[config.mk]
export PLATFORM = sky130hd
export DESIGN_NAME = bridge_window_decode_status
export DESIGN_NICKNAME = d
export VERILOG_FILES = /design/src/verilog/bridge_window_pkg.sv /design/src/verilog/bridge_window_decode_status.sv
export SDC_FILE = /design/constraint.sdc
export NUM_CORES = 1
export LEC_CHECK = 0
export BUFFER_PORTS_ARGS = -buffer_cell sky130_fd_sc_hd__buf_2
export CORE_AREA = 2 2 174 176
export DETAILED_ROUTE_END_ITERATION = 12
export DIE_AREA = 0 0 176 178
export PLACE_DENSITY = 0.73
export SYNTH_ARGS = -nofsm -noshare
export SYNTH_HDL_FRONTEND = slang
export SYNTH_SLANG_ARGS = --single-unit
[constraint.sdc]
create_clock -name clock -period 2.4 [get_ports clock]
set_clock_uncertainty 0.1 [all_clocks]
set_input_delay 0.12 -clock clock [delete_from_list [all_inputs] [get_ports clock]]
set_output_delay 0.12 -clock clock [all_outputs]
set_load 0.05 [all_outputs]
[src/verilog/bridge_window_pkg.sv]
// Constants for the bridge address-window decoder and secondary status block.
package bridge_window_pkg;
  // Byte offsets of the words; 0x14 holds the upper base address half.
  localparam logic [7:0] hotplug_base_lo_offset = 8'h10;
  localparam logic [7:0] hotplug_base_hi_offset = 8'h14;
  localparam logic [7:0] bus_numbers_offset = 8'h18;
  localparam logic [7:0] status_io_low_offset = 8'h1c;
  localparam logic [7:0] nonprefetch_offset = 8'h20;
  localparam logic [7:0] prefetch_low_offset = 8'h24;
  localparam logic [7:0] prefetch_base_hi_offset = 8'h28;
  localparam logic [7:0] prefetch_limit_hi_offset = 8'h2c;
  localparam logic [7:0] io_upper_offset = 8'h30;
  localparam logic [7:0] control_offset = 8'h3c;
  localparam logic [7:0] upper_ext_offset = 8'hd8;
  localparam logic [7:0] hotplug_enable_offset = 8'h48;

  localparam logic [3:0] hotplug_base_low_bits = 4'h4;
  localparam logic [7:0] latency_pci_reset = 8'h00;
  localparam logic [7:0] latency_pcix_reset = 8'h40;
  localparam logic [31:0] status_io_reset = 32'h022001f1;
  localparam logic [31:0] nonprefetch_reset = 32'h0000fff0;
  localparam logic [31:0] prefetch_low_reset = 32'h0001fff1;
  localparam logic [31:0] io_upper_reset = 32'h0000ffff;
  localparam logic [1:0] devsel_medium = 2'b01;
  localparam logic [6:0] status_fixed_bits = 7'h20;
  localparam int flag_parity = 31;
  localparam int flag_system_error = 30;
  localparam int flag_master_abort = 29;
  localparam int flag_target_abort = 28;
  localparam int flag_target_signalled = 27;
  localparam int flag_master_parity = 24;
endpackage : bridge_window_pkg

[src/verilog/bridge_window_decode_status.sv]
// Address-window decoder, bus numbers and secondary status for one bridge.
`timescale 1ns/1ps
`default_nettype none
module bridge_window_decode_status
  import bridge_window_pkg::*;
(
  // Clock and resets.
  input wire logic clock,
  input wire logic reset,
  input wire logic power_good_reset,
  // Mode strap and configuration.
  input wire logic pcix_mode,
  input wire logic last_in_chain,
  // Classic Wishbone slave.
  input wire logic wb_cyc_i,
  input wire logic wb_stb_i,
  input wire logic wb_we_i,
  input wire logic [7:0] wb_adr_i,
  input wire logic [3:0] wb_sel_i,
  input wire logic [31:0] wb_dat_i,
  output logic [31:0] wb_dat_o,
  output logic wb_ack_o,
  // Host-side request.
  input wire logic host_valid,
  input wire logic host_is_io,
  input wire logic [39:0] host_addr,
  output logic host_to_secondary,
  output logic host_pass_on,
  output logic host_master_abort,
  // Secondary-side request.
  input wire logic sec_valid,
  input wire logic sec_is_io,
  input wire logic [63:0] sec_addr,
  output logic sec_claim,
  output logic [1:0] sec_devsel_timing,
  // Secondary events from the bus engine.
  input wire logic ev_addr_parity,
  input wire logic ev_upstream_data_parity,
  input wire logic ev_master_abort,
  input wire logic ev_target_abort,
  input wire logic ev_target_abort_signalled,
  input wire logic ev_read_data_parity,
  input wire logic ev_write_parity_error,
  // Error pins, asynchronous; the system-error pin is low active, the hot-plug pin high active.
  input wire logic secondary_system_error_in_n,
  input wire logic hotplug_system_error_in,
  // Hot-plug base for the hot-plug register decoder.
  output logic hotplug_enable,
  output logic [39:0] hotplug_base_address
);

  // The block keeps the window registers and the secondary status word for one
  // bridge. It also classifies every host and secondary request against the
  // IO, non-prefetchable and prefetchable windows. Each classification is
  // registered, so an answer always follows its request by exactly one clock.
  // Register writes and status clears take effect on the edge at which the
  // bus sees ack high. A master that drops its request early therefore
  // leaves nothing half written.

  logic [63:12] hp_base_q;
  logic [4:0] lat_q;
  logic [7:0] sub_bus_q, sec_bus_q, pri_bus_q;
  logic [3:0] io_lim_lo_q, io_base_lo_q;
  logic [11:0] np_lim_q, np_base_q, pf_lim_q, pf_base_q;
  logic [7:0] pf_base_hi_q, pf_lim_hi_q, np_base_ext_q, np_lim_ext_q;
  logic [8:0] io_base_hi_q, io_lim_hi_q;
  logic parity_response_enable_q, hotplug_enable_a_q, hotplug_enable_b_q;
  logic f_dpe_q, f_rse_q, f_rma_q, f_rta_q, f_sta_q, f_master_parity_flag_q;
  logic [2:0] serr_sync_q, hpse_sync_q;
  logic serr_level, hpse_level;
  logic ack_q;
  logic [31:0] rdata_d;
  logic wr, rd;

  // A write lands on the edge that samples ack high; the request still stands there.
  assign wr = wb_cyc_i & wb_stb_i & wb_we_i & ack_q;
  assign rd = wb_cyc_i & wb_stb_i & ~ack_q;
  assign wb_ack_o = ack_q;

  // One wait state: ack rises the cycle after the request and drops after one cycle.
  always_ff @(posedge clock) begin
    if (reset | power_good_reset) begin
      ack_q <= 1'b0;
    end else begin
      ack_q <= rd;
    end
  end

  function automatic logic [31:0] merge(input logic [31:0] old_v, input logic [31:0] new_v,
                                        input logic [3:0] sel);
    logic [31:0] r;
    r = old_v;
    for (int i = 0; i < 4; i++) begin
      if (sel[i]) r[i*8 +: 8] = new_v[i*8 +: 8];
    end
    return r;
  endfunction : merge

  function automatic logic w1c(input logic [31:0] d, input logic [3:0] sel, input int bitn);
    return d[bitn] & sel[bitn / 8];
  endfunction : w1c

  // Byte-lane merges are formed once as whole words. A function result cannot
  // be sliced directly, and one merge per word keeps the lanes consistent.
  logic [31:0] hp_lo_new, np_new, pf_new, io_up_new;
  assign hp_lo_new = merge({hp_base_q[31:12], 12'h000}, wb_dat_i, wb_sel_i);
  assign np_new = merge({np_lim_q, 4'h0, np_base_q, 4'h0}, wb_dat_i, wb_sel_i);
  assign pf_new = merge({pf_lim_q, 4'h0, pf_base_q, 4'h0}, wb_dat_i, wb_sel_i);
  assign io_up_new = merge({7'h00, io_lim_hi_q, 7'h00, io_base_hi_q}, wb_dat_i,
                           wb_sel_i);

  // Pins from the secondary bus pass three flops; a change counts when stages two and three agree.
  always_ff @(posedge clock) begin
    if (power_good_reset) begin
      serr_sync_q <= 3'b000;
      hpse_sync_q <= 3'b000;
      serr_level <= 1'b0;
      hpse_level <= 1'b0;
    end else begin
      serr_sync_q <= {serr_sync_q[1:0], ~secondary_system_error_in_n};
      hpse_sync_q <= {hpse_sync_q[1:0], hotplug_system_error_in};
      if (serr_sync_q[2] == serr_sync_q[1]) serr_level <= serr_sync_q[2];
      if (hpse_sync_q[2] == hpse_sync_q[1]) hpse_level <= hpse_sync_q[2];
    end
  end

  // Hot-plug base: writes land only while hot-plug is enabled.
  always_ff @(posedge clock) begin
    if (power_good_reset) begin
      hp_base_q <= '0;
    end else if (wr && hotplug_enable) begin
      if (wb_adr_i == hotplug_base_lo_offset) begin
        hp_base_q[31:12] <= hp_lo_new[31:12];
      end else if (wb_adr_i == hotplug_base_hi_offset) begin
        hp_base_q[63:32] <= merge(hp_base_q[63:32], wb_dat_i, wb_sel_i);
      end
    end
  end
  assign hotplug_enable = hotplug_enable_a_q | hotplug_enable_b_q;
  // Bits 63:40 are assumed zero by software and are not decoded.
  assign hotplug_base_address = {hp_base_q[39:12], 12'h000};

  // Bus numbers and latency: latency reloads on bus reset by mode.
  always_ff @(posedge clock) begin
    if (reset | power_good_reset) begin
      lat_q <= pcix_mode ? latency_pcix_reset[7:3] : latency_pci_reset[7:3];
      sub_bus_q <= 8'h00;
      sec_bus_q <= 8'h00;
      pri_bus_q <= 8'h00;
    end else if (wr && wb_adr_i == bus_numbers_offset) begin
      if (wb_sel_i[3]) lat_q <= wb_dat_i[31:27];
      if (wb_sel_i[2]) sub_bus_q <= wb_dat_i[23:16];
      if (wb_sel_i[1]) sec_bus_q <= wb_dat_i[15:8];
      if (wb_sel_i[0]) pri_bus_q <= wb_dat_i[7:0];
    end
  end

  // Window and control registers. Word layouts as seen by software:
  //   0x1c: io limit nibble in 15:12, io base nibble in 7:4.
  //   0x20: non-prefetchable limit in 31:20, base in 15:4.
  //   0x24: prefetchable limit in 31:20, base in 15:4.
  //   0x28, 0x2c: prefetchable base and limit bits 39:32 in 7:0.
  //   0x30: io limit upper bits in 24:16, io base upper bits in 8:0.
  //   0xd8: non-prefetchable limit extension in 15:8, base extension in 7:0.
  //   0x3c: parity response enable in bit 16.
  //   0x48: hot-plug enables in bits 1:0.
  // Bus reset puts every window back to its inverted default, so nothing is
  // routed downstream until software has programmed the windows again.
  always_ff @(posedge clock) begin
    if (reset | power_good_reset) begin
      io_lim_lo_q <= status_io_reset[15:12];
      io_base_lo_q <= status_io_reset[7:4];
      np_lim_q <= nonprefetch_reset[31:20];
      np_base_q <= nonprefetch_reset[15:4];
      pf_lim_q <= prefetch_low_reset[31:20];
      pf_base_q <= prefetch_low_reset[15:4];
      pf_base_hi_q <= 8'h00;
      pf_lim_hi_q <= 8'h00;
      io_lim_hi_q <= io_upper_reset[24:16];
      io_base_hi_q <= io_upper_reset[8:0];
      np_base_ext_q <= 8'h00;
      np_lim_ext_q <= 8'h00;
      parity_response_enable_q <= 1'b0;
      hotplug_enable_a_q <= 1'b0;
      hotplug_enable_b_q <= 1'b0;
    end else if (wr) begin
      unique case (wb_adr_i)
        status_io_low_offset: begin
          if (wb_sel_i[1]) io_lim_lo_q <= wb_dat_i[15:12];
          if (wb_sel_i[0]) io_base_lo_q <= wb_dat_i[7:4];
        end
        nonprefetch_offset: begin
          np_lim_q <= np_new[31:20];
          np_base_q <= np_new[15:4];
        end
        prefetch_low_offset: begin
          pf_lim_q <= pf_new[31:20];
          pf_base_q <= pf_new[15:4];
        end
        prefetch_base_hi_offset: if (wb_sel_i[0]) pf_base_hi_q <= wb_dat_i[7:0];
        prefetch_limit_hi_offset: if (wb_sel_i[0]) pf_lim_hi_q <= wb_dat_i[7:0];
        io_upper_offset: begin
          io_lim_hi_q <= io_up_new[24:16];
          io_base_hi_q <= io_up_new[8:0];
        end
        upper_ext_offset: begin
          if (wb_sel_i[1]) np_lim_ext_q <= wb_dat_i[15:8];
          if (wb_sel_i[0]) np_base_ext_q <= wb_dat_i[7:0];
        end
        control_offset: if (wb_sel_i[2]) parity_response_enable_q <= wb_dat_i[16];
        hotplug_enable_offset: begin
          if (wb_sel_i[0]) hotplug_enable_a_q <= wb_dat_i[0];
          if (wb_sel_i[0]) hotplug_enable_b_q <= wb_dat_i[1];
        end
        default: ;
      endcase
    end
  end

  // Status flags: power-good only; a set in the same cycle beats a clear.
  logic st_wr;
  assign st_wr = wr && wb_adr_i == status_io_low_offset;
  always_ff @(posedge clock) begin
    if (power_good_reset) begin
      f_dpe_q <= 1'b0;
      f_rse_q <= 1'b0;
      f_rma_q <= 1'b0;
      f_rta_q <= 1'b0;
      f_sta_q <= 1'b0;
      f_master_parity_flag_q <= 1'b0;
    end else begin
      if (ev_addr_parity | ev_upstream_data_parity) begin
        f_dpe_q <= 1'b1;
      end else if (st_wr && w1c(wb_dat_i, wb_sel_i, flag_parity)) begin
        f_dpe_q <= 1'b0;
      end
      // The level re-sets the flag every cycle, so a clear only sticks once
      // both error inputs have gone quiet.
      if (serr_level | hpse_level) begin
        f_rse_q <= 1'b1;
      end else if (st_wr && w1c(wb_dat_i, wb_sel_i, flag_system_error)) begin
        f_rse_q <= 1'b0;
      end
      if (ev_master_abort) begin
        f_rma_q <= 1'b1;
      end else if (st_wr && w1c(wb_dat_i, wb_sel_i, flag_master_abort)) begin
        f_rma_q <= 1'b0;
      end
      if (ev_target_abort) begin
        f_rta_q <= 1'b1;
      end else if (st_wr && w1c(wb_dat_i, wb_sel_i, flag_target_abort)) begin
        f_rta_q <= 1'b0;
      end
      if (ev_target_abort_signalled) begin
        f_sta_q <= 1'b1;
      end else if (st_wr && w1c(wb_dat_i, wb_sel_i, flag_target_signalled)) begin
        f_sta_q <= 1'b0;
      end
      if (parity_response_enable_q & (ev_read_data_parity | ev_write_parity_error)) begin
        f_master_parity_flag_q <= 1'b1;
      end else if (st_wr && w1c(wb_dat_i, wb_sel_i, flag_master_parity)) begin
        f_master_parity_flag_q <= 1'b0;
      end
    end
  end

  // Read mux; unmapped offsets read zero and still acknowledge.
  always_comb begin
    rdata_d = 32'h0;
    unique case (wb_adr_i)
      hotplug_base_lo_offset: if (hotplug_enable) rdata_d = {hp_base_q[31:12], 8'h00,
                                                          hotplug_base_low_bits};
      hotplug_base_hi_offset: if (hotplug_enable) rdata_d = hp_base_q[63:32];
      bus_numbers_offset: rdata_d = {lat_q, 3'b000, sub_bus_q, sec_bus_q, pri_bus_q};
      status_io_low_offset: rdata_d = {f_dpe_q, f_rse_q, f_rma_q, f_rta_q, f_sta_q,
                                       devsel_medium, f_master_parity_flag_q, 1'b0, status_fixed_bits,
                                       io_lim_lo_q, status_io_reset[11:8], io_base_lo_q,
                                       4'h1};
      nonprefetch_offset: rdata_d = {np_lim_q, 4'h0, np_base_q, 4'h0};
      prefetch_low_offset: rdata_d = {pf_lim_q, 4'h1, pf_base_q, 4'h1};
      prefetch_base_hi_offset: rdata_d = {24'h0, pf_base_hi_q};
      prefetch_limit_hi_offset: rdata_d = {24'h0, pf_lim_hi_q};
      io_upper_offset: rdata_d = {7'h00, io_lim_hi_q, 7'h00, io_base_hi_q};
      upper_ext_offset: rdata_d = {16'h0, np_lim_ext_q, np_base_ext_q};
      control_offset: rdata_d = {15'h0, parity_response_enable_q, 16'h0};
      hotplug_enable_offset: rdata_d = {30'h0, hotplug_enable_b_q, hotplug_enable_a_q};
      default: rdata_d = 32'h0;
    endcase
  end

  always_ff @(posedge clock) begin
    if (reset | power_good_reset) wb_dat_o <= 32'h0;
    else if (rd) wb_dat_o <= rdata_d;
  end

  // Window decode; an inverted window simply never matches.
  logic [31:0] io_lo, io_hi, h_io, s_io;
  logic [39:0] np_lo, np_hi, pf_lo, pf_hi, h_mem, s_mem;
  logic h_hit, s_hit, s_ok;
  assign io_hi = {7'h00, io_lim_hi_q, io_lim_lo_q, 12'hfff};
  assign io_lo = {7'h00, io_base_hi_q, io_base_lo_q, 12'h000};
  assign np_hi = {np_lim_ext_q, np_lim_q, 20'hf_ffff};
  assign np_lo = {np_base_ext_q, np_base_q, 20'h0_0000};
  assign pf_hi = {pf_lim_hi_q, pf_lim_q, 20'hf_ffff};
  assign pf_lo = {pf_base_hi_q, pf_base_q, 20'h0_0000};
  assign h_io = {7'h00, host_addr[24:0]};
  assign s_io = sec_addr[31:0];
  assign h_mem = host_addr;
  assign s_mem = sec_addr[39:0];

  function automatic logic in_win(input logic [39:0] a, input logic [39:0] lo,
                                  input logic [39:0] hi);
    return (a >= lo) && (a <= hi);
  endfunction : in_win

  // Each window is compared on its own. An inverted window in one space
  // therefore cannot hide a hit in another space.
  logic h_io_hit, h_np_hit, h_pf_hit, s_io_hit, s_np_hit, s_pf_hit;
  assign h_io_hit = in_win({8'h00, h_io}, {8'h00, io_lo}, {8'h00, io_hi});
  assign h_np_hit = in_win(h_mem, np_lo, np_hi);
  assign h_pf_hit = in_win(h_mem, pf_lo, pf_hi);
  assign s_io_hit = in_win({8'h00, s_io}, {8'h00, io_lo}, {8'h00, io_hi});
  assign s_np_hit = in_win(s_mem, np_lo, np_hi);
  assign s_pf_hit = in_win(s_mem, pf_lo, pf_hi);
  assign h_hit = host_is_io ? h_io_hit : (h_np_hit | h_pf_hit);
  assign s_hit = sec_is_io ? s_io_hit : (s_np_hit | s_pf_hit);
  // Secondary addresses beyond the reach of the host link are left for some
  // other agent on the bus; claiming them would alias into the link space.
  assign s_ok = sec_is_io ? (sec_addr[31:25] == 7'h00) && (sec_addr[63:32] == 32'h0)
                          : (sec_addr[63:40] == 24'h0);

  // Host-side routing: exactly one of the three outputs answers a request.
  always_ff @(posedge clock) begin
    if (reset | power_good_reset) begin
      host_to_secondary <= 1'b0;
      host_pass_on <= 1'b0;
      host_master_abort <= 1'b0;
    end else begin
      host_to_secondary <= host_valid & h_hit;
      host_pass_on <= host_valid & ~h_hit & ~last_in_chain;
      host_master_abort <= host_valid & ~h_hit & last_in_chain;
    end
  end

  // Secondary-side claim; a claimed cycle is always answered with medium timing.
  always_ff @(posedge clock) begin
    if (reset | power_good_reset) begin
      sec_claim <= 1'b0;
    end else begin
      sec_claim <= sec_valid & s_ok & ~s_hit;
    end
  end
  assign sec_devsel_timing = devsel_medium;
endmodule : bridge_window_decode_status
`default_nettype wire

## Yosys cells after proc, flatten, opt, wreduce, memory -nomap -nowiden

Cells that the tools add are included.
Widths: inputs -> output; s select.

| cells by class | value |
|---|---|
| $add $sub $neg | 0 |
| magnitude comparators | 12 |
| equal/unequal tests | 14 |
| multiplexer cells | 22 |
| multipliers | 0 |
| divide/modulo/power cells | 0 |
| bitwise operators | 30 |
| reductions and logical operators | 58 |
| shift-type cells | 0 |

Operators with widths:

| kind | count |
|---|---|
| $pmux 32 s12 | 1 |
| $ge 40x40->1 | 4 |
| $le 40x40->1 | 4 |
| $reduce_and 3->1 | 23 |
| $mux 32 | 2 |
| $eq 8x6->1 const B | 6 |
| $eq 8x5->1 const B | 4 |
| $ge 32x25->1 | 1 |
| $le 32x25->1 | 1 |
| $logic_not 32->1 | 1 |
| $ge 25x25->1 | 1 |
| $le 25x25->1 | 1 |
| $logic_not 24->1 | 1 |
| $and 1x1->1 | 17 |
| $logic_and 1x1->1 | 16 |
| $reduce_and 4->1 | 4 |
| $reduce_bool 2->1 | 8 |
| $mux 1 | 15 |
| $mux 5 | 3 |
| $eq 8x7->1 const B | 1 |
| $eq 8x8->1 const B | 1 |
| $reduce_and 2->1 | 4 |
| $logic_not 7->1 | 1 |
| $or 1x1->1 | 7 |
| 3 further kinds | 9 |

| word-level totals | value |
|---|---|
| bits of input ports | 169 |
| memories | 0 |
| logic and storage cells | 184 |
| ROM bits | 0 |
| register bits after elaboration | 241 |
| memory bits (writable) | 0 |
| output and inout bits | 80 |
| latch bits | 0 |

## Depth between registers and ports, before layout

Gate-level depths: netlist of the first run.

| depth | value |
|---|---|
| word-level depth | 7 |
| mapped depth | 9 |
| gate-level depth less buffers | 9 |

## Worst setup path before layout of the first run

No wires, ideal clock.

| path | value |
|---|---|
| path kind | reg-to-reg |
| start | register pf_lim_hi_q[6] |
| end | register host_master_abort |
| required time | 2184 ps |
| cell stages (with the launch flop) | 10 |
| path slack | -113 ps |
| arrival | 2297 ps |
| buffers on the path | 0 |
| path through | dfxtp_1 > inv_1 > ha_1 > and4_1 > nand3_1 > or3_2 > or3_1 > a221oi_2 > a221oi_2 > and4_1 |

| between the ends | value |
|---|---|
| word-level cells in the longest chain between the ends | 7 |

RTL lines:

| element | line | text |
|---|---|---|
| start, declared | bridge_window_decode_status.sv:65 | `logic [7:0] pf_base_hi_q, pf_lim_hi_q, np_base_ext_q, np_lim_ext_q;` |
| start signal, assigned | bridge_window_decode_status.sv:201 | `prefetch_limit_hi_offset: if (wb_sel_i[0]) pf_lim_hi_q <= wb_dat_i[7:0];` |
| $le 40x40->1 | bridge_window_decode_status.sv:313 | `return (a >= lo) && (a <= hi);` |
| $logic_and 1x1->1 | bridge_window_decode_status.sv:313 |  |
| $or 1x1->1 | bridge_window_decode_status.sv:325 | `assign h_hit = host_is_io ? h_io_hit : (h_np_hit \| h_pf_hit);` |
| $mux 1 | bridge_window_decode_status.sv:325 |  |
| $not 1->1 | bridge_window_decode_status.sv:341 | `host_master_abort <= host_valid & ~h_hit & last_in_chain;` |
| $and 1x1->1 (2 in a row) | bridge_window_decode_status.sv:341 |  |
| end signal, assigned | bridge_window_decode_status.sv:341 |  |
| end, declared | bridge_window_decode_status.sv:29 | `output logic host_master_abort,` |

No other way between the ends.
A chain may end at the register's enable or synchronous reset.

## Worst setup path after layout of the first run

| path | value |
|---|---|
| start | register pf_lim_q[4] |
| end | register host_master_abort |

| between the ends | value |
|---|---|
| word-level cells in the longest chain between the ends | 7 |

RTL lines:

| element | line | text |
|---|---|---|
| start, declared | bridge_window_decode_status.sv:64 | `logic [11:0] np_lim_q, np_base_q, pf_lim_q, pf_base_q;` |
| start signal, assigned | bridge_window_decode_status.sv:175 | `pf_lim_q <= prefetch_low_reset[31:20];` |
| start signal, assigned | bridge_window_decode_status.sv:197 | `pf_lim_q <= pf_new[31:20];` |
| $le 40x40->1 | bridge_window_decode_status.sv:313 |  |
| $logic_and 1x1->1 | bridge_window_decode_status.sv:313 |  |
| $or 1x1->1 | bridge_window_decode_status.sv:325 |  |
| $mux 1 | bridge_window_decode_status.sv:325 |  |
| $not 1->1 | bridge_window_decode_status.sv:341 |  |
| $and 1x1->1 (2 in a row) | bridge_window_decode_status.sv:341 |  |

No other way between the ends.

==> flow_metrics.env, run 1 <==
export IMPL_drv_slew=0
export IMPL_holdWs_ns=0.01329
export IMPL_synth_ff_type="dfxtp_1"
export IMPL_final_nets=2719
export IMPL_fp_dieH_microns=178
export IMPL_synthMuxAreaShare_pct=1.530
export IMPL_synth_distinct_cells=62
export IMPL_die_area_sq_um=31330
export IMPL_stdcell_area_sq_um=20380
export IMPL_hpwl_microns=44310
export IMPL_grt_pass1_wl_microns=86010
export IMPL_hold_violations=0
export IMPL_cp_end_kind="flop"
export IMPL_power_switching_mw=2.442
export IMPL_grt_start_max_net_pins=52
export IMPL_drc=0
export IMPL_die_x_microns=176
export IMPL_synth_warnings=0
export IMPL_viasPerCell=6.033
export IMPL_syn_area_sq_um=15050
export IMPL_cts_sink_count=241
export IMPL_num_vias=16579
export IMPL_path_clk_slew_ns=0.07
export IMPL_antenna_found_initial=0
export IMPL_hold_class="in -> reg"
export IMPL_swShare_pct=25.29
export IMPL_clock_latency_ns=0.54
export IMPL_place_inst=2632
export IMPL_power_density_nw_per_um2=473.8
export IMPL_finalNonFillerCells=2748
export IMPL_finalSetupViolCount=3
export IMPL_pre_cts_ws_ns=-0.1999
export IMPL_violations="negative setup slack"
export IMPL_reg2reg_slack_ns=-0.16
export IMPL_path_max_fanout=3
export IMPL_grt_usage_pct=35.29
export IMPL_pwr_share_clk_pct=46.0
export IMPL_start_util_pct=51.18
export IMPL_clockBufferDepth=3
export IMPL_synth_fa_ha_area_share_pct=17.63
export IMPL_drive_above_1_share_pct=29.05
export IMPL_io_buffers=234
export IMPL_synth_xor_area_share_pct=0.05821
export IMPL_maxCapViolCount=0
export IMPL_cp_start_kind="flop"
export IMPL_gr_total_overflow=0
export IMPL_fin_crit_sh_pct=106.6
export IMPL_worstMarginPinSlew_ns=0.5810
export IMPL_drt_iter0_markers=1990
export IMPL_htreeDepth=1
export IMPL_layout_setup_ws_ns=-0.1593
export IMPL_rows=63
export IMPL_postPlaceCellArea_sq_um=17930
export IMPL_rsz0062_at_grt="true"
export IMPL_status="complete, but fails checks"
export IMPL_gp_congestion=1.016
export IMPL_peakVddDrop_v=0.0005275
export IMPL_r2r_start="pf_lim_q[4]"
export IMPL_wl_per_cell_microns=21.04
export IMPL_synth_seq_cells=241
export IMPL_postSynth_asyncResetShare_pct=0
export IMPL_power_leakage_nw=8.415
export IMPL_worstPathRequired_ns=2.73
export IMPL_core_area_sq_um=29400
export IMPL_grt_pass1_vias=15425
export IMPL_rr_worst_depth=8
export IMPL_synthCells=1890
export IMPL_io_pins=249
export IMPL_synthToLayoutAreaGrowth_pct=35.41
export IMPL_p_int_mw=7.212
export IMPL_drtAntennaViolNets=0
export IMPL_fmax_mhz=390.7
export IMPL_synth_top_family_by_area="simple AND/OR/NAND/NOR gates"
export IMPL_routed_wl_microns=57810
export IMPL_synth_compound_area_share_pct=19.82
export IMPL_synth_seq_area_share_pct=32.40
export IMPL_avgSynthCellArea_sq_um=7.961
export IMPL_cts_tree="yes"
export IMPL_finalCriticalPeriod_ns=2.559
export IMPL_arrival_ns=2.89
export IMPL_seqPwrFrac_pct=41.8
export IMPL_synthSimpleGateAreaFrac_pct=21.15
export IMPL_antenna_cells=0
export IMPL_r2r_end="host_master_abort"
export IMPL_endpoint="host_master_abort"
export IMPL_critical_path_startpoint="pf_lim_q[4]"
export IMPL_synth_edf_count=5
export IMPL_relSlewSlack_pct=60.91
export IMPL_combinationalPowerShare_pct=12.2
export IMPL_criticalPathCategory="reg -> reg"
export IMPL_cts_root_buf="clkbuf_16"
export IMPL_fin_tns_setup_ns=-0.3087
export IMPL_numCtsBuffers=26
export IMPL_dr_pass1_iters=6
[how the worst min path moves through the flow]
stage                                      startpoint                 end  slack [ns]  cells after the start
after floorplan           secondary_system_error_in_n      serr_sync_q[0]        0.09                      1
after global placement    secondary_system_error_in_n      serr_sync_q[0]        0.17                      2
after detailed placement  secondary_system_error_in_n      serr_sync_q[0]        0.17                      2
after CTS                                 wb_sel_i[3]      io_lim_hi_q[8]       0.008                      4
after global routing                      wb_adr_i[7]  hotplug_enable_b_q        0.03                      4
final                                     wb_sel_i[3]      io_lim_hi_q[8]        0.01                      4
[synth_stat cells, types with 5 or more instances]
master    number  area [sq um]
a211oi_1       8         60.06
nor4_1        25         156.4
a21o_1        19         142.6
mux2i_1       23         230.2
buf_4         46         345.3
nand2_1      345          1295
nand4_1       52         325.3
edfxtp_1       5         150.1
or3_1          5         31.28
o211ai_1      28         210.2
o21ai_0       37         185.2
nand3_1       92         460.4
nand3b_1       6         45.04
and4_1         5         43.79
nor3_1        17         85.08
a222oi_1      23         230.2
and2_1        11         68.82
buf_2         13         65.06
nor2_1        95         356.6
clkbuf_1      59         221.5
inv_1        123         461.7
ha_1         212          2653
a31oi_1       20         125.1
a221oi_1      11         96.34
nor3_2         5         50.05
o21bai_1       5         37.54
a21oi_1      237          1186
a22oi_1       50         375.4
nor2b_1       15         93.84
dfxtp_1      236          4725
[cell families after synthesis]
kind of cell               count (synthesis)
AOI/OAI and AO/OA                        475
muxes                                     23
buffers and inverters                    243
DFF                                      241
adders and majority gates                212
other                                      2
xor gates and xnor gates                   1
and+or+nand+nor                          693
[critical path, stage by stage, from the launching register on]
cell and delay, ns:
dfxtp_1 0.36, inv_2 0.07, ha_1 0.28, nand4_1 0.25, or3_4 0.46, or3_4 0.38
a221oi_4 0.26, a221oi_4 0.07, and4_1 0.21
[cell type report]
| type | instances | area, sq um |
|---|---|---|
| Timing Repair Buffer | 528 | 3592 |
| Multi-Input combinational cell | 1418 | 9938 |
| Fill cell | 2368 | 9026 |
| Inverter | 123 | 489.2 |
| Clock inverter | 14 | 209.0 |
| Sequential cell | 241 | 4927 |
| Clock buffer | 34 | 732.0 |
| Tap cell | 390 | 488.0 |
[timing repair]
| item | CTS | global route |
|---|---|---|
| gates cloned | 0 | 0 |
| buffers inserted | 4 | 5 |
| hold endpoints to repair | 202 | 0 |
| pin swaps | 18 | 47 |
| hold buffers | 59 | 0 |
| gates resized for setup | 45 | 139 |
| setup endpoints to repair | 4 | 7 |
[sequential cells by signal, indices dropped and copies added, names as in the netlist, 4 cells and up]
name           count
np_base_q         12
io_lim_hi_q        9
sub_bus_q          8
np_base_ext_q      8
pf_base_hi_q       8
io_base_lo_q       4
pf_lim_hi_q        8
pri_bus_q          8
sec_bus_q          8
np_lim_q          12
lat_q              5
io_lim_lo_q        4
hp_base_q         52
pf_lim_q          12
wb_dat_o          32
io_base_hi_q       9
pf_base_q         12
np_lim_ext_q       8
[placed cells by master, fill, tap and decap left out, drive strengths merged, types with 5 or more instances in the layout]
| master | instances |
|---|---|
| nor2 | 97 |
| dlygate4sd3 | 59 |
| o21bai | 5 |
| or3 | 7 |
| nand4 | 52 |
| a222oi | 23 |
| nand2 | 345 |
| mux2i | 23 |
| a221oi | 13 |
| edfxtp | 5 |
| ha | 212 |
| nor2b | 15 |
| clkbuf | 34 |
| nand3b | 6 |
| bufinv | 5 |
| a22oi | 50 |
| buf | 469 |
| a21oi | 237 |
| dfxtp | 236 |
| a211oi | 8 |
| nor4 | 26 |
| a21o | 19 |
| and2 | 11 |
| o211ai | 28 |
| nor3 | 22 |
| clkinv | 5 |
| and4 | 5 |
| o21ai | 37 |
| conb | 14 |
| inv | 124 |
| nand3 | 92 |
| a31oi | 20 |
[layer usage]
metal | global-route usage (%) | share of wire, %
met1 | 49.42 | 42
met2 | 55.05 | 42
met3 | 5.222 | 10
met4 | 13.26 | 4.8
met5 | 0 | 0
[power groups by stage]
| stage | combinational (mW) | sequential, mW | clock [mW] |
|---|---|---|---|
| final | 1.17 | 4.04 | 4.45 |
| after detailed placement | 0.979 | 4.13 | 0 |
| after global routing | 1.27 | 4.04 | 4.62 |
| after global placement | 0.953 | 4.13 | 0 |
| after CTS | 1.07 | 4.04 | 4.44 |
| after floorplan | 0.477 | 4.13 | 0 |
[metrics by stage]
| step | util [%] | power (mW) |
|---|---|---|
| finish | 69.30 | 9.654 |
| global route | 69.30 | 9.922 |
| CTS | 66.95 | 9.550 |
| detailed placement | 60.98 | 5.107 |
| global placement | 60.98 | 5.080 |
| floorplan | - | 4.608 |
No activity file was read; power rests on OpenSTA's default activity.
==> run 2, diff against run 1 <==
Settings changed: CORE_AREA 2 2 174 176 to 2 2 197 199, DIE_AREA 0 0 176 178 to 0 0 199 201, PLACE_DENSITY 0.73 to 0.59.
==> run 2 against run 1 <==
The run still ends with negative setup slack left; cell area fell by 1.1%; first-iteration DRC count is 24% lower; worst hold slack improved by 0.011 ns; core utilization down 16 points; total power fell by 0.45%; routed wire length grew 4.4%; global-route usage is 5.7 points lower; register-to-register slack better by 0.08 ns; combinational power barely moved; cell count rose by 4.4%; largest cell class unchanged.
==> flow_metrics.env, run 2 (synthesis gave the netlist of run 1 again) <==
export IMPL_largest_reg_flops=52
export IMPL_drt_iter0_markers=1516
export IMPL_die_x_microns=199
export IMPL_stdcell_area_sq_um=20150
export IMPL_synthToLayoutAreaGrowth_pct=33.93
export IMPL_clock_latency_ns=0.58
export IMPL_arrival_ns=2.80
export IMPL_power_leakage_nw=8.329
export IMPL_grt_usage_pct=29.63
export IMPL_fmax_mhz=402.6
export IMPL_finalCriticalPeriod_ns=2.484
export IMPL_pre_cts_ws_ns=-0.6594
export IMPL_gr_total_overflow=0
export IMPL_cp_end_kind="flop"
export IMPL_reg2reg_slack_ns=-0.08
export IMPL_maxCapViolCount=0
export IMPL_layout_commonest_cell="nand2_1"
export IMPL_top_register="hp_base_q"
export IMPL_io_buffers=234
export IMPL_routed_wl_microns=60340
export IMPL_top_regs="hp_base_q x52, wb_dat_o x32"
export IMPL_criticalPathCategory="reg -> reg"
export IMPL_mostFrequentLayoutCells="344 x nand2_1, 237 x a21oi_1, 234 x buf_2"
export IMPL_antenna_found_initial=1
export IMPL_dr_pass1_iters=10
export IMPL_gp_congestion=0.9321
export IMPL_drv_slew=0
export IMPL_drc=0
export IMPL_final_util_pct=52.89
export IMPL_wl_per_cell_microns=21.03
export IMPL_final_nets=2712
export IMPL_worstMarginPinSlew_ns=0.6302
export IMPL_drive_above_1_share_pct=25.62
export IMPL_grt_pass1_vias=15411
export IMPL_fin_crit_sh_pct=103.5
export IMPL_start_util_pct=39.49
export IMPL_htreeDepth=1
export IMPL_finalSetupViolCount=3
export IMPL_cp_start_kind="flop"
export IMPL_fin_tns_setup_ns=-0.2365
export IMPL_fp_dieH_microns=201
export IMPL_hold_violations=0
export IMPL_cts_tree="yes"
export IMPL_io_pins=249
export IMPL_rr_worst_depth=9
export IMPL_status="complete, but fails checks"
export IMPL_hold_class="in -> reg"
export IMPL_hpwl_microns=47720
export IMPL_core_area_sq_um=38110
export IMPL_cts_root_buf="clkbuf_16"
export IMPL_worstPathRequired_ns=2.72
export IMPL_cts_sink_count=241
export IMPL_die_area_sq_um=40000
export IMPL_path_clk_slew_ns=0.06
export IMPL_nFillCells=3633
export IMPL_num_vias=16064
export IMPL_postPlaceCellArea_sq_um=18100
export IMPL_power_density_nw_per_um2=476.9
export IMPL_rsz0062_at_grt="true"
export IMPL_peakVddDrop_v=0.0005875
export IMPL_violations="negative setup slack"
export IMPL_grt_pass1_wl_microns=91090
export IMPL_viasPerCell=5.599
export IMPL_grt_start_max_net_pins=51
export IMPL_numCtsBuffers=28
export IMPL_hold_depth=5
export IMPL_clockBufferDepth=3
export IMPL_rows=72
export IMPL_layout_setup_ws_ns=-0.08384
export IMPL_drtAntennaViolNets=0
export IMPL_relSlewSlack_pct=57.83
export IMPL_path_max_fanout=3
## run 2: cell count changes in the layout (fill, tap and decap cells not counted), sizes merged, moves of 2 or more
cell | before | now
bufinv | 5 | 3
dlygate4sd3 | 59 | 63
buf | 469 | 456
clkinvlp | 3 | 0
clkbuf | 34 | 39
## run 2: path summary, 6_finish.rpt
path                   from              to
min reg2reg  hpse_sync_q[0]  hpse_sync_q[1]
max             pf_lim_q[1]       sec_claim
min             wb_sel_i[2]     np_lim_q[1]
max reg2reg     pf_lim_q[1]       sec_claim
## run 2: per-stage QoR
step	total power [mW]	hold slack (ns)	std cells
final	9.611	0.02430	2869
after global routing	9.914	0.03471	2869
after CTS	9.650	0.005805	2864
after detailed placement	5.127	0.1805	2750
after global placement	5.106	0.1788	2750
after floorplan	4.608	0.08669	1902
## run 2: metal layers
layer	wire length [microns]	share of wire, %	GRT usage (%)
met1	27730	46	42.66
met2	25770	43	45.55
met3	4666	7.7	3.847
met4	2174	3.6	9.648
met5	0	0	0
## run 2: repair_timing
| action | 4_1_cts | 5_1_grt |
|---|---|---|
| endpoints found under the hold margin | 207 | 0 |
| hold buffers | 63 | 0 |
| endpoints found under the setup margin | 4 | 12 |
| setup buffers | 2 | 4 |
| gates resized for setup | 80 | 16 |
| pin swaps | 26 | 9 |
## run 2: layout make-up
type	instances	area, sq um	area share [%]
tap	518	648.1	3.216
multi-input combinational	1418	9549	47.38
antenna	1	2.502	0.01242
sequential	241	4900	24.31
clock buffer	39	802.0	3.980
timing repair buffer	519	3631	18.02
clock inverter	10	153.9	0.7636
inverter	123	466.7	2.316
## run 2: worst max-delay path, cell delays in order (launching register included)
cell and delay (ns):
dfxtp_1 0.35, inv_1 0.14, ha_1 0.32, a21oi_1 0.15, o21ai_0 0.16, a221oi_1 0.38, o21ai_0 0.14, o22ai_1 0.26
o2bb2ai_1 0.19, a311oi_2 0.12
## run 2: report_power, final
part	total, mW	internal (mW)	switching [mW]
sequential	4.04	4.03	0.00775
combinational	1.14	0.468	0.668
clock	4.43	2.65	1.78
==> run 3, diff against run 2 <==
Settings changed: PLACE_DENSITY 0.59 to 0.57.
Clock period 2.4 ns to 2.5 ns, I/O delays scaled along.
==> run 3 against run 2 <==
The run still ends with negative setup slack left; non-clock buffer count is 38 lower; clock power shrank 13%; total power shrank 8.3%; combinational power down 4%; critical endpoint is now host_master_abort; largest cell class unchanged.
==> flow_metrics.env, run 3 (synthesis gave the netlist of run 1 again) <==
export IMPL_fin_crit_sh_pct=100.1
export IMPL_top_register="hp_base_q"
export IMPL_fmax_mhz=399.7
export IMPL_viasPerCell=5.606
export IMPL_gp_congestion=0.9688
export IMPL_r2r_start="np_lim_q[11]"
export IMPL_power_leakage_nw=8.064
export IMPL_swShare_pct=27.16
export IMPL_cts_root_buf="clkbuf_16"
export IMPL_pwr_share_clk_pct=43.7
export IMPL_start_util_pct=39.49
export IMPL_criticalPathCategory="reg -> reg"
export IMPL_cts_tree="yes"
export IMPL_cp_end_kind="flop"
export IMPL_cp_start_kind="flop"
export IMPL_worstPathRequired_ns=2.85
export IMPL_worstMarginPinSlew_ns=1.018
export IMPL_clock_latency_ns=0.57
export IMPL_finalNonFillerCells=2829
export IMPL_numCtsBuffers=27
export IMPL_top_regs="hp_base_q x52, wb_dat_o x32"
export IMPL_peakVddDrop_v=0.0005363
export IMPL_maxCapViolCount=0
export IMPL_final_nets=2673
export IMPL_hold_class="in -> reg"
export IMPL_layout_commonest_cell="nand2_1"
export IMPL_antenna_cells=0
export IMPL_holdWs_ns=0.03239
export IMPL_grt_pass1_vias=15012
export IMPL_drive_above_1_share_pct=24.36
export IMPL_power_switching_mw=2.394
export IMPL_critical_path_startpoint="np_lim_q[11]"
export IMPL_layout_setup_ws_ns=-0.001674
export IMPL_violations="negative setup slack"
export IMPL_seqPwrFrac_pct=44.0
export IMPL_htreeDepth=1
export IMPL_synthToLayoutAreaGrowth_pct=30.89
export IMPL_clockBufferDepth=3
export IMPL_grt_usage_pct=29.55
export IMPL_gr_total_overflow=0
export IMPL_wl_per_cell_microns=21.48
export IMPL_dr_pass1_iters=6
export IMPL_p_int_mw=6.420
export IMPL_largest_reg_flops=52
export IMPL_die_area_sq_um=40000
export IMPL_grt_start_max_net_pins=51
export IMPL_pre_cts_ws_ns=-0.2991
export IMPL_path_max_fanout=3
export IMPL_rsz0062_at_grt="true"
export IMPL_fp_dieH_microns=201
export IMPL_status="complete, but fails checks"
export IMPL_finalCriticalPeriod_ns=2.502
export IMPL_routed_wl_microns=60770
export IMPL_grt_pass1_wl_microns=90470
export IMPL_path_clk_slew_ns=0.07
export IMPL_io_pins=249
export IMPL_combinationalPowerShare_pct=12.4
export IMPL_place_inst=2714
export IMPL_hold_violations=0
export IMPL_drv_slew=0
export IMPL_hp_start="wb_sel_i[0]"
export IMPL_drt_iter0_markers=1678
export IMPL_num_vias=15860
export IMPL_relSlewSlack_pct=32.15
export IMPL_cts_sink_count=241
export IMPL_drc=0
export IMPL_finalSetupViolCount=1
export IMPL_mostFrequentLayoutCells="344 x nand2_1, 235 x a21oi_1, 234 x buf_2"
export IMPL_die_x_microns=199
export IMPL_arrival_ns=2.85
export IMPL_rows=72
export IMPL_hpwl_microns=47730
export IMPL_antenna_found_initial=0
export IMPL_io_buffers=234
export IMPL_core_area_sq_um=38110
export IMPL_power_density_nw_per_um2=447.5
export IMPL_drtAntennaViolNets=0
-- run 3: repair_timing --
item / in CTS / in global routing
pin swaps: 11 / 22
hold endpoints to repair: 202 / 0
gates resized for setup: 16 / 77
setup endpoints to repair: 4 / 6
hold buffers: 61 / 0
buffers inserted: 3 / 4
-- run 3: layout make-up --
type | instances | area [sq um]
Clock buffer | 34 | 742.0
Timing Repair Buffer | 481 | 3303
Multi-Input combinational cell | 1418 | 9535
Tap cell | 518 | 648.1
Sequential cell | 241 | 4905
Fill cell | 3700 | 18410
Inverter | 123 | 461.7
Clock inverter | 14 | 100.1
-- run 3: through the flow --
step	util, %	TNS, ns	cell area [sq um]	power, mW
after detailed placement	46.68	-0.5577	17790	4.913
after CTS	50.75	0	19340	8.804
after global placement	46.68	-0.4400	17790	4.888
final	51.68	-0.001674	19700	8.815
after floorplan	-	0	15090	4.423
after global routing	51.68	-0.1898	19700	9.092
-- run 3: power groups by stage --
stage	clock network [mW]	logic (mW)	registers, mW
6_report	3.85	1.09	3.88
5_1_grt	4.03	1.18	3.88
4_1_cts	3.89	1.03	3.88
3_5_place_dp	0	0.949	3.96
3_3_place_gp	0	0.925	3.96
2_1_floorplan	0	0.457	3.97
-- run 3: final timing paths --
check / to / slack (ns) / cells after the start
setup / recovery: host_master_abort / -0.002 / 10
hold / removal: hotplug_enable_a_q / 0.03 / 5
hold reg to reg: hpse_sync_q[1] / 0.35 / 1
setup reg to reg: host_master_abort / -0.002 / 10
-- run 3: per-layer routing --
metal | global-route usage, % | vias up | share of wire, %
met5 | 0 | - | 0
met2 | 44.52 | 759 | 43
li1 | - | 7574 | -
met1 | 43.45 | 7435 | 45
met3 | 3.915 | 92 | 8.6
met4 | 9.195 | 0 | 3.4
-- run 3: critical path, stage by stage, from the launching register on --
cell and delay (ns):
dfxtp_2 0.34, inv_1 0.10, ha_1 0.32, nand4_1 0.14, buf_4 0.13, inv_1 0.03
a221o_1 0.34, a211o_1 0.34, a32oi_2 0.22, a221oi_2 0.13, and4_1 0.20
